==> src/hw/pac_defs.vh <==
/*
 * pac_defs.vh: register offsets, field layouts, reset values, function codes
 * and timing counts for the process alarm comparator.
 * Assumes a 100 MHz system clock and a 32-bit APB register bus.
 */
`ifndef PAC_DEFS_VH
`define PAC_DEFS_VH

// register byte offsets
`define PAC_CTRL_OFS        12'h000
`define PAC_STAT_OFS        12'h004
`define PAC_VALUE_OFS       12'h008
`define PAC_SP1_OFS         12'h010
`define PAC_DEV1_OFS        12'h014
`define PAC_SP2_OFS         12'h018
`define PAC_DEV2_OFS        12'h01C
`define PAC_ID_OFS          12'h020

// control fields
`define PAC_CTRL_FN1_LSB    0
`define PAC_CTRL_FN2_LSB    4
`define PAC_FN_W            3

// status fields
`define PAC_STAT_OUT1_BIT   0
`define PAC_STAT_OUT2_BIT   1
`define PAC_STAT_FAULT_BIT  2
`define PAC_STAT_RANGE_BIT  3
`define PAC_STAT_CNT_LSB    8

// alarm function codes
`define PAC_FN_OFF          3'h0
`define PAC_FN_SENSOR       3'h1
`define PAC_FN_LOW          3'h2
`define PAC_FN_HIGH         3'h3
`define PAC_FN_DIFF_LOW     3'h4
`define PAC_FN_DIFF_HIGH    3'h5
`define PAC_FN_BAND         3'h6

// value range and reset values
`define PAC_VAL_W           16
`define PAC_VAL_MIN         (-1999)
`define PAC_VAL_MAX         9999
`define PAC_SETTING_RST     16'h0000
`define PAC_CTRL_RST        8'h00

// sample timing
`define PAC_CLK_HZ          100000000
`define PAC_SAMPLES_PER_S   5
`define PAC_SAMPLE_CYCLES   (`PAC_CLK_HZ / `PAC_SAMPLES_PER_S)

`endif

==> src/hw/pac_top.v <==
/*
 * pac_top.v: process alarm comparator with APB register access.
 * Assumes the sensor front end presents a converted value and fault pins
 * asynchronously; the value is sampled on the internal 5 Hz tick.
 */
// What this block does
// - two independent alarm channels, each with relay output and status indicator.
// - each channel selects off, sensor fault, low, high, diff low, diff high, band.
// - sensor fault function alarms on open sensor, out-of-range or shorted input.
// - low function alarms when the measured value is below the setpoint.
// - high function alarms when the measured value is above the setpoint.
// - differential functions use a reference and a signed deviation per channel.
// - band with positive deviation alarms outside reference plus/minus deviation.
// - band with negative deviation alarms inside reference plus/minus deviation.
// - differential low alarms below reference minus deviation.
// - differential high alarms above reference plus deviation.
// - a new value is taken five times a second and alarms re-evaluated.
// - values are signed integers from -1999 to 9999.
`timescale 1ns/1ps
`include "pac_defs.vh"
module pac_top #(
    parameter W             = `PAC_VAL_W,
    parameter SAMPLE_CYCLES = `PAC_SAMPLE_CYCLES,
    parameter [31:0] ID_VALUE = 32'h0000A5A5  // arbitrary value
) (
    // clock and reset
    input  wire         CLK,
    input  wire         RESET,
    // apb slave
    input  wire         PSEL,
    input  wire         PENABLE,
    input  wire         PWRITE,
    input  wire [11:0]  PADDR,
    input  wire [31:0]  PWDATA,
    output reg  [31:0]  PRDATA,
    output reg          PREADY,
    output reg          PSLVERR,
    // sensor front end
    input  wire [W-1:0] MEASURED_VALUE,
    input  wire         SENSOR_OPEN,
    input  wire         SENSOR_SHORT,
    input  wire         SIGNAL_OUT_OF_RANGE,
    // alarm outputs
    output reg          RELAY_ONE,
    output reg          RELAY_TWO,
    output reg          ALARM_INDICATOR_ONE,
    output reg          ALARM_INDICATOR_TWO,
    output reg          SAMPLE_TICK
);
    localparam CW = 25;

    // settings
    reg  [2:0]         fn1_reg;
    reg  [2:0]         fn2_reg;
    reg  signed [W-1:0] sp1_reg;
    reg  signed [W-1:0] dev1_reg;
    reg  signed [W-1:0] sp2_reg;
    reg  signed [W-1:0] dev2_reg;

    // sampled value
    reg  signed [W-1:0] value_reg;
    reg                fault_reg;
    reg                range_reg;
    reg  [7:0]         sample_cnt_reg;
    reg  [CW-1:0]      tick_cnt_reg;
    reg                eval_reg;

    // pin synchronisers
    wire [W-1:0] value_sync;
    wire         open_sync;
    wire         short_sync;
    wire         oor_sync;

    genvar gi;
    generate
        for (gi = 0; gi < W; gi = gi + 1) begin : g_vsync
            pac_sync u_sync (
                .CLK   (CLK),
                .RESET (RESET),
                .d     (MEASURED_VALUE[gi]),
                .q     (value_sync[gi])
            );
        end
    endgenerate

    pac_sync u_open  (.CLK(CLK), .RESET(RESET), .d(SENSOR_OPEN),         .q(open_sync));
    pac_sync u_short (.CLK(CLK), .RESET(RESET), .d(SENSOR_SHORT),        .q(short_sync));
    pac_sync u_oor   (.CLK(CLK), .RESET(RESET), .d(SIGNAL_OUT_OF_RANGE), .q(oor_sync));

    // range check of the incoming value
    wire signed [W-1:0] vs        = value_sync;
    wire signed [31:0]  vmin_full = `PAC_VAL_MIN;
    wire signed [31:0]  vmax_full = `PAC_VAL_MAX;
    wire signed [W-1:0] vmin      = vmin_full[W-1:0];
    wire signed [W-1:0] vmax      = vmax_full[W-1:0];
    wire                vs_range  = (vs < vmin) || (vs > vmax);
    wire signed [W-1:0] vs_clamp  = (vs < vmin) ? vmin : ((vs > vmax) ? vmax : vs);

    // 5 Hz sample tick
    wire tick = (tick_cnt_reg == SAMPLE_CYCLES[CW-1:0] - {{(CW-1){1'b0}}, 1'b1});

    always @(posedge CLK) begin
        if (RESET) begin
            tick_cnt_reg   <= {CW{1'b0}};
            value_reg      <= `PAC_SETTING_RST;
            fault_reg      <= 1'b0;
            range_reg      <= 1'b0;
            sample_cnt_reg <= 8'h00;
            eval_reg       <= 1'b0;
        end else begin
            eval_reg <= tick;
            if (tick) begin
                tick_cnt_reg   <= {CW{1'b0}};
                value_reg      <= vs_clamp;
                range_reg      <= vs_range;
                fault_reg      <= open_sync | short_sync | oor_sync | vs_range;
                sample_cnt_reg <= sample_cnt_reg + 8'h01;
            end else begin
                tick_cnt_reg <= tick_cnt_reg + {{(CW-1){1'b0}}, 1'b1};
            end
        end
    end

    // channel evaluation
    wire alarm1;
    wire alarm2;

    pac_channel #(.W(W)) u_ch1 (
        .func      (fn1_reg),
        .setpoint  (sp1_reg),
        .deviation (dev1_reg),
        .value     (value_reg),
        .fault     (fault_reg),
        .alarm     (alarm1)
    );

    pac_channel #(.W(W)) u_ch2 (
        .func      (fn2_reg),
        .setpoint  (sp2_reg),
        .deviation (dev2_reg),
        .value     (value_reg),
        .fault     (fault_reg),
        .alarm     (alarm2)
    );

    // outputs update once per sample, the cycle after it is taken
    always @(posedge CLK) begin
        if (RESET) begin
            RELAY_ONE           <= 1'b0;
            RELAY_TWO           <= 1'b0;
            ALARM_INDICATOR_ONE <= 1'b0;
            ALARM_INDICATOR_TWO <= 1'b0;
            SAMPLE_TICK         <= 1'b0;
        end else begin
            SAMPLE_TICK <= eval_reg;
            if (eval_reg) begin
                RELAY_ONE           <= alarm1;
                ALARM_INDICATOR_ONE <= alarm1;
                RELAY_TWO           <= alarm2;
                ALARM_INDICATOR_TWO <= alarm2;
            end
        end
    end

    // apb access: two-cycle access phase, PREADY one cycle after PENABLE
    wire wr_en = PSEL & PENABLE & PWRITE & ~PREADY;
    wire rd_en = PSEL & PENABLE & ~PWRITE & ~PREADY;
    wire [11:0] a = {PADDR[11:2], 2'b00};

    wire mapped = (a == `PAC_CTRL_OFS) || (a == `PAC_STAT_OFS) || (a == `PAC_VALUE_OFS) ||
                  (a == `PAC_SP1_OFS)  || (a == `PAC_DEV1_OFS) || (a == `PAC_SP2_OFS)   ||
                  (a == `PAC_DEV2_OFS) || (a == `PAC_ID_OFS);

    // settings beyond the range are clamped, so setpoint and deviation stay within the indication range (sp +/- dev can still exceed it)
    wire signed [W-1:0] wv       = PWDATA[W-1:0];
    wire signed [W-1:0] wv_clamp = (wv < vmin) ? vmin : ((wv > vmax) ? vmax : wv);
    wire [2:0]          wfn1     = PWDATA[`PAC_CTRL_FN1_LSB +: `PAC_FN_W];
    wire [2:0]          wfn2     = PWDATA[`PAC_CTRL_FN2_LSB +: `PAC_FN_W];

    always @(posedge CLK) begin
        if (RESET) begin
            fn1_reg  <= `PAC_FN_OFF;
            fn2_reg  <= `PAC_FN_OFF;
            sp1_reg  <= `PAC_SETTING_RST;
            dev1_reg <= `PAC_SETTING_RST;
            sp2_reg  <= `PAC_SETTING_RST;
            dev2_reg <= `PAC_SETTING_RST;
        end else if (wr_en) begin
            case (a)
                `PAC_CTRL_OFS: begin
                    // unknown codes fall back to disabled
                    fn1_reg <= (wfn1 > `PAC_FN_BAND) ? `PAC_FN_OFF : wfn1;
                    fn2_reg <= (wfn2 > `PAC_FN_BAND) ? `PAC_FN_OFF : wfn2;
                end
                `PAC_SP1_OFS:  sp1_reg  <= wv_clamp;
                `PAC_DEV1_OFS: dev1_reg <= wv_clamp;
                `PAC_SP2_OFS:  sp2_reg  <= wv_clamp;
                `PAC_DEV2_OFS: dev2_reg <= wv_clamp;
                default: ;
            endcase
        end
    end

    reg [31:0] rdata;
    always @* begin
        rdata = 32'h00000000;
        case (a)
            `PAC_CTRL_OFS: begin
                rdata[`PAC_CTRL_FN1_LSB +: `PAC_FN_W] = fn1_reg;
                rdata[`PAC_CTRL_FN2_LSB +: `PAC_FN_W] = fn2_reg;
            end
            `PAC_STAT_OFS: begin
                rdata[`PAC_STAT_OUT1_BIT]        = RELAY_ONE;
                rdata[`PAC_STAT_OUT2_BIT]        = RELAY_TWO;
                rdata[`PAC_STAT_FAULT_BIT]       = fault_reg;
                rdata[`PAC_STAT_RANGE_BIT]       = range_reg;
                rdata[`PAC_STAT_CNT_LSB +: 8]    = sample_cnt_reg;
            end
            `PAC_VALUE_OFS: rdata = {{(32-W){value_reg[W-1]}}, value_reg};
            `PAC_SP1_OFS:   rdata = {{(32-W){sp1_reg[W-1]}}, sp1_reg};
            `PAC_DEV1_OFS:  rdata = {{(32-W){dev1_reg[W-1]}}, dev1_reg};
            `PAC_SP2_OFS:   rdata = {{(32-W){sp2_reg[W-1]}}, sp2_reg};
            `PAC_DEV2_OFS:  rdata = {{(32-W){dev2_reg[W-1]}}, dev2_reg};
            `PAC_ID_OFS:    rdata = ID_VALUE;
            default:        rdata = 32'h00000000;
        endcase
    end

    always @(posedge CLK) begin
        if (RESET) begin
            PREADY  <= 1'b0;
            PSLVERR <= 1'b0;
            PRDATA  <= 32'h00000000;
        end else begin
            PREADY  <= wr_en | rd_en;
            PSLVERR <= (wr_en | rd_en) & ~mapped;
            if (rd_en)
                PRDATA <= mapped ? rdata : 32'h00000000;
        end
    end
endmodule // pac_top

==> src/hw/pac_sync.v <==
/*
 * pac_sync.v: two-flip-flop synchroniser for a single level.
 * Assumes the input may change at any time relative to CLK.
 */
`timescale 1ns/1ps
module pac_sync (
    // clock and reset
    input  wire CLK,
    input  wire RESET,
    // level
    input  wire d,
    output reg  q
);
    reg meta_reg;

    always @(posedge CLK) begin
        if (RESET) begin
            meta_reg <= 1'b0;
            q        <= 1'b0;
        end else begin
            meta_reg <= d;
            q        <= meta_reg;
        end
    end
endmodule // pac_sync

==> src/hw/pac_channel.v <==
/*
 * pac_channel.v: combinational evaluation of one alarm channel.
 * Assumes value, setpoint and deviation are held stable by the caller
 * and already limited to the indication range.
 */
`timescale 1ns/1ps
`include "pac_defs.vh"
module pac_channel #(
    parameter W = `PAC_VAL_W
) (
    // settings
    input  wire [2:0]         func,
    input  wire signed [W-1:0] setpoint,
    input  wire signed [W-1:0] deviation,
    // sample
    input  wire signed [W-1:0] value,
    input  wire               fault,
    // result
    output reg                alarm
);
    wire signed [W:0] v_ext  = {value[W-1], value};
    wire signed [W:0] lo_edge = {setpoint[W-1], setpoint} - {deviation[W-1], deviation};
    wire signed [W:0] hi_edge = {setpoint[W-1], setpoint} + {deviation[W-1], deviation};
    wire signed [W:0] sp_ext = {setpoint[W-1], setpoint};
    wire              dev_neg = deviation[W-1];
    // band spans min..max of the two edges, whichever sign the deviation has
    wire signed [W:0] band_lo = dev_neg ? hi_edge : lo_edge;
    wire signed [W:0] band_hi = dev_neg ? lo_edge : hi_edge;
    wire              outside = (v_ext < band_lo) || (v_ext > band_hi);

    always @* begin
        case (func)
            `PAC_FN_OFF:       alarm = 1'b0;
            `PAC_FN_SENSOR:    alarm = fault;
            `PAC_FN_LOW:       alarm = !fault && (v_ext < sp_ext);
            `PAC_FN_HIGH:      alarm = !fault && (v_ext > sp_ext);
            `PAC_FN_DIFF_LOW:  alarm = !fault && (v_ext < lo_edge);
            `PAC_FN_DIFF_HIGH: alarm = !fault && (v_ext > hi_edge);
            `PAC_FN_BAND: begin
                if (dev_neg)
                    alarm = !fault && !outside && (v_ext != band_lo) && (v_ext != band_hi);
                else
                    alarm = !fault && outside;
            end
            default:           alarm = 1'b0;
        endcase
    end
endmodule // pac_channel

==> config.mk <==
export PLATFORM = sky130hd
export DESIGN_NAME = pac_top
export DESIGN_NICKNAME = d
export VERILOG_FILES = /design/src/hw/pac_top.v /design/src/hw/pac_sync.v /design/src/hw/pac_channel.v
export VERILOG_INCLUDE_DIRS = /design/src /design/src/hw
export SDC_FILE = /design/constraint.sdc
export NUM_CORES = 1
export LEC_CHECK = 0
export BUFFER_PORTS_ARGS = -buffer_cell sky130_fd_sc_hd__buf_2
export CAP_MARGIN = 20
export CORE_MARGIN = 2
export CORE_UTILIZATION = 55
export DETAILED_ROUTE_END_ITERATION = 10
export GPL_ROUTABILITY_DRIVEN = 0
export PLACE_DENSITY = 0.83
export SKIP_LAST_GASP = 1
export SLEW_MARGIN = 20
export SYNTH_ARGS = -nofsm -noshare
export SYNTH_HDL_FRONTEND = slang
export SYNTH_HIERARCHICAL = 1
export SYNTH_SLANG_ARGS = --single-unit
==> constraint.sdc <==
create_clock -name CLK -period 9.5 [get_ports CLK]
set_input_delay 0.95 -clock CLK [delete_from_list [all_inputs] [get_ports CLK]]
set_output_delay 0.95 -clock CLK [all_outputs]
set_load 0.005 [all_outputs]
==> impl_metrics.yaml <==
cells_and_area:
  fill_cells: 2361
  nets: 2301
  most-common-layout-cells: "ha_1 (230), dfxtp_1 (182), nand2_1 (172)"
  syn2layout_area_growth_pct: 7.45
  layout.area.seq_um2: 3640
  stdcell_area_um2: 16800
  instances_no_fill: 2390
  largest_reg_flops: 25
  layout_commonest_cell: "ha_1"
  diodes: 0
  multi_input_comb_area_um2: 11000
  drive_gt1_share_pct: 9.54
synth:
  ys_seq_area_share_pct: 23.3
  async_flop_share_pct: 0
  synth_ff_type: "dfxtp_1"
  synth_area_um2: 15600
  synth_edf_count: 0
  yosys_register_bits: 182
  synth_nets: 2279
  netlist_instances: 1977
  ys_types: 94
  avgSynthCellArea_um2: 7.91
  yosysWarnings: 6
power:
  total_power_mw: 1.60
  power_leakage_nw: 7.02
  peakVddDrop_uv: 143
  power_density_nw_per_um2: 95.1
sta:
  fmax_mhz: 187
  fin_tns_setup_ns: 0
  finalClockSkew_ns: 0.00943
  setup-violations-final: 0
  period_needed_ns: 5.34
  fin_worst_hold_slack_ns: 0.436
  rsz0062_at_grt: "no"
  tightest_slew_ns: 1.07
  drv_slew: 0
  finalHoldViolations: 0
  min_period_over_period_pct: 56.2
  relSlewSlack_pct: 28.9
clock_network:
  cts.root.buffer_cell: "clkbuf_16"
  cts_buffer_depth: 2
  cts_inserted_buffers: 17
  cts.sinks: 182
  htreeDepth: 4
  post_cts_buffers: 0
  cts_hold_buf: 0
  path_clk_slew_ns: 0.08
  ctsResizeCount: 0
  cts_tree: "done"
  worst_skew_pair.late_latency_ns: 0.45
floorplan:
  ios: 107
  rows: 61
  dieWidth_um: 173
  dieArea_um2: 29800
  core-area_um2: 27900
  chipHeight_um: 173
  start_util_pct: 56.2
drt:
  via_count: 15109
  drt-total-wl_um: 45900
  viasPerCell: 6.32
  routedWlPerCell_um: 19.2
  post-route-drc-count: 0
  drt_iter0_markers: 1614
  first_pass_iters: 7
  ant_nets: 0
global_routing:
  grtUsageTotal_pct: 29.6
  grt_first_pass_wirelength_um: 72200
  grt_overflow: 0
  grt_max_degree: 110
  first_global_vias: 14172
  antenna_found_initial: 0
worst_setup_path:
  path_max_fanout: 5
  critPathCaptureType: "flip-flop"
  critPathKind: "reg2reg"
  startpoint_type: "flip-flop"
  critPathArrivalTime_ns: 5.63
  cp.required_ns: 9.79
flow_run:
  maxCapViolCount: 0
placed_design:
  place_inst: 2358
  placed_area_um2: 16200
  dp_hpwl_um: 34800
  port_buffers: 88
status:
  status: "complete, no violations"
worst_hold_path:
  hp-class: "reg2reg"
==> logic make-up after synthesis <==
family / share of synthesized area [%]
DFF: 23.3
buffers and inverters: 6.65
adders and majority gates: 18.9
AOI/OAI and AO/OA: 20.9
muxes: 4.62
xor gates and xnor gates: 4.48
and+or+nand+nor: 21.2
==> critical path: stages, from the launching register on <==
cell and delay (ns):
dfxtp_1 0.46, inv_1 0.12, ha_1 0.30, nand2b_1 0.17, a221oi_1 0.38, a21oi_2 0.13, a31oi_2 0.20, a221oi_1 0.13
a221o_1 0.33, xor2_1 0.25, mux2i_1 0.13, ha_1 0.32, nand4_1 0.16, nor4_1 0.48, a21boi_0 0.34, a2111oi_1 0.12
mux2i_1 0.15, and3_1 0.17, nor3_1 0.30, o211ai_1 0.26, mux2i_1 0.22, nor2_1 0.06
==> synth_stat cells, types with 6 or more instances <==
library cell / instances / area share, %
ha_1: 230 / 18
dfxtp_1: 182 / 23
nand2_1: 172 / 4.1
nor2_1: 170 / 4.1
a21oi_1: 163 / 5.2
inv_1: 148 / 3.6
nor2b_1: 70 / 2.8
o21ai_0: 70 / 2.2
nand3_1: 60 / 1.9
xnor2_1: 57 / 3.2
a211oi_1: 56 / 2.7
clkbuf_1: 47 / 1.1
mux2i_1: 43 / 2.8
nor3_1: 39 / 1.2
nand4_1: 38 / 1.5
a21o_1: 29 / 1.4
nand2b_1: 26 / 1.0
mux2_2: 24 / 1.7
xor2_1: 23 / 1.3
buf_2: 21 / 0.67
nor4_1: 19 / 0.76
o211ai_1: 18 / 0.86
buf_4: 17 / 0.82
a22oi_1: 16 / 0.77
and3_1: 14 / 0.56
o21a_1: 14 / 0.67
o22ai_1: 13 / 0.52
o21bai_1: 12 / 0.58
o31ai_1: 12 / 0.58
buf_1: 10 / 0.24
or4_1: 9 / 0.43
a31oi_1: 8 / 0.32
and2_1: 7 / 0.28
or3_1: 7 / 0.28
a2111oi_0: 6 / 0.34
a221oi_1: 6 / 0.34
nor3b_1: 6 / 0.29
o21ai_1: 6 / 0.19
==> metal layers <==
layer	part of all wire, %	GRT usage, %	wire length, um
met2	45	49.3	20400
met5	0	0	0
met4	5.0	13.0	2300
met3	10	5.67	4570
met1	41	37.4	18600
==> layout make-up <==
class | count | area share (%)
repair buffers | 101 | 3.22
well taps | 378 | 2.81
clock inverters | 15 | 1.16
inverters | 151 | 3.37
clock buffers | 17 | 2.53
flip-flops and latches | 182 | 21.7
multi-input cells | 1546 | 65.2
==> report_power, final <==
part	internal [mW]	switching (mW)	leakage [nW]
clock	0.384	0.348	0.304
combinational	0.0296	0.0618	5.24
sequential	0.771	0.00459	1.47
total	1.18	0.415	7.02
==> path summary, 6_finish.rpt <==
path,to,cells after the start,startpoint,slack [ns]
min,PRDATA[12],2,PRDATA[12],0.44
min reg2reg,PRDATA[12],2,PRDATA[12],0.44
max reg2reg,ALARM_INDICATOR_TWO,21,dev2_reg[1],4.16
max,ALARM_INDICATOR_TWO,21,dev2_reg[1],4.16
==> through the flow <==
stage | util (%) | setup slack, ns
2_1_floorplan | - | 5.37
3_3_place_gp | 58.1 | 4.41
3_5_place_dp | 58.1 | 4.32
4_1_cts | 60.3 | 4.30
5_1_grt | 60.3 | 4.00
6_report | 60.3 | 4.16
No activity file was read; power rests on OpenSTA's default activity.
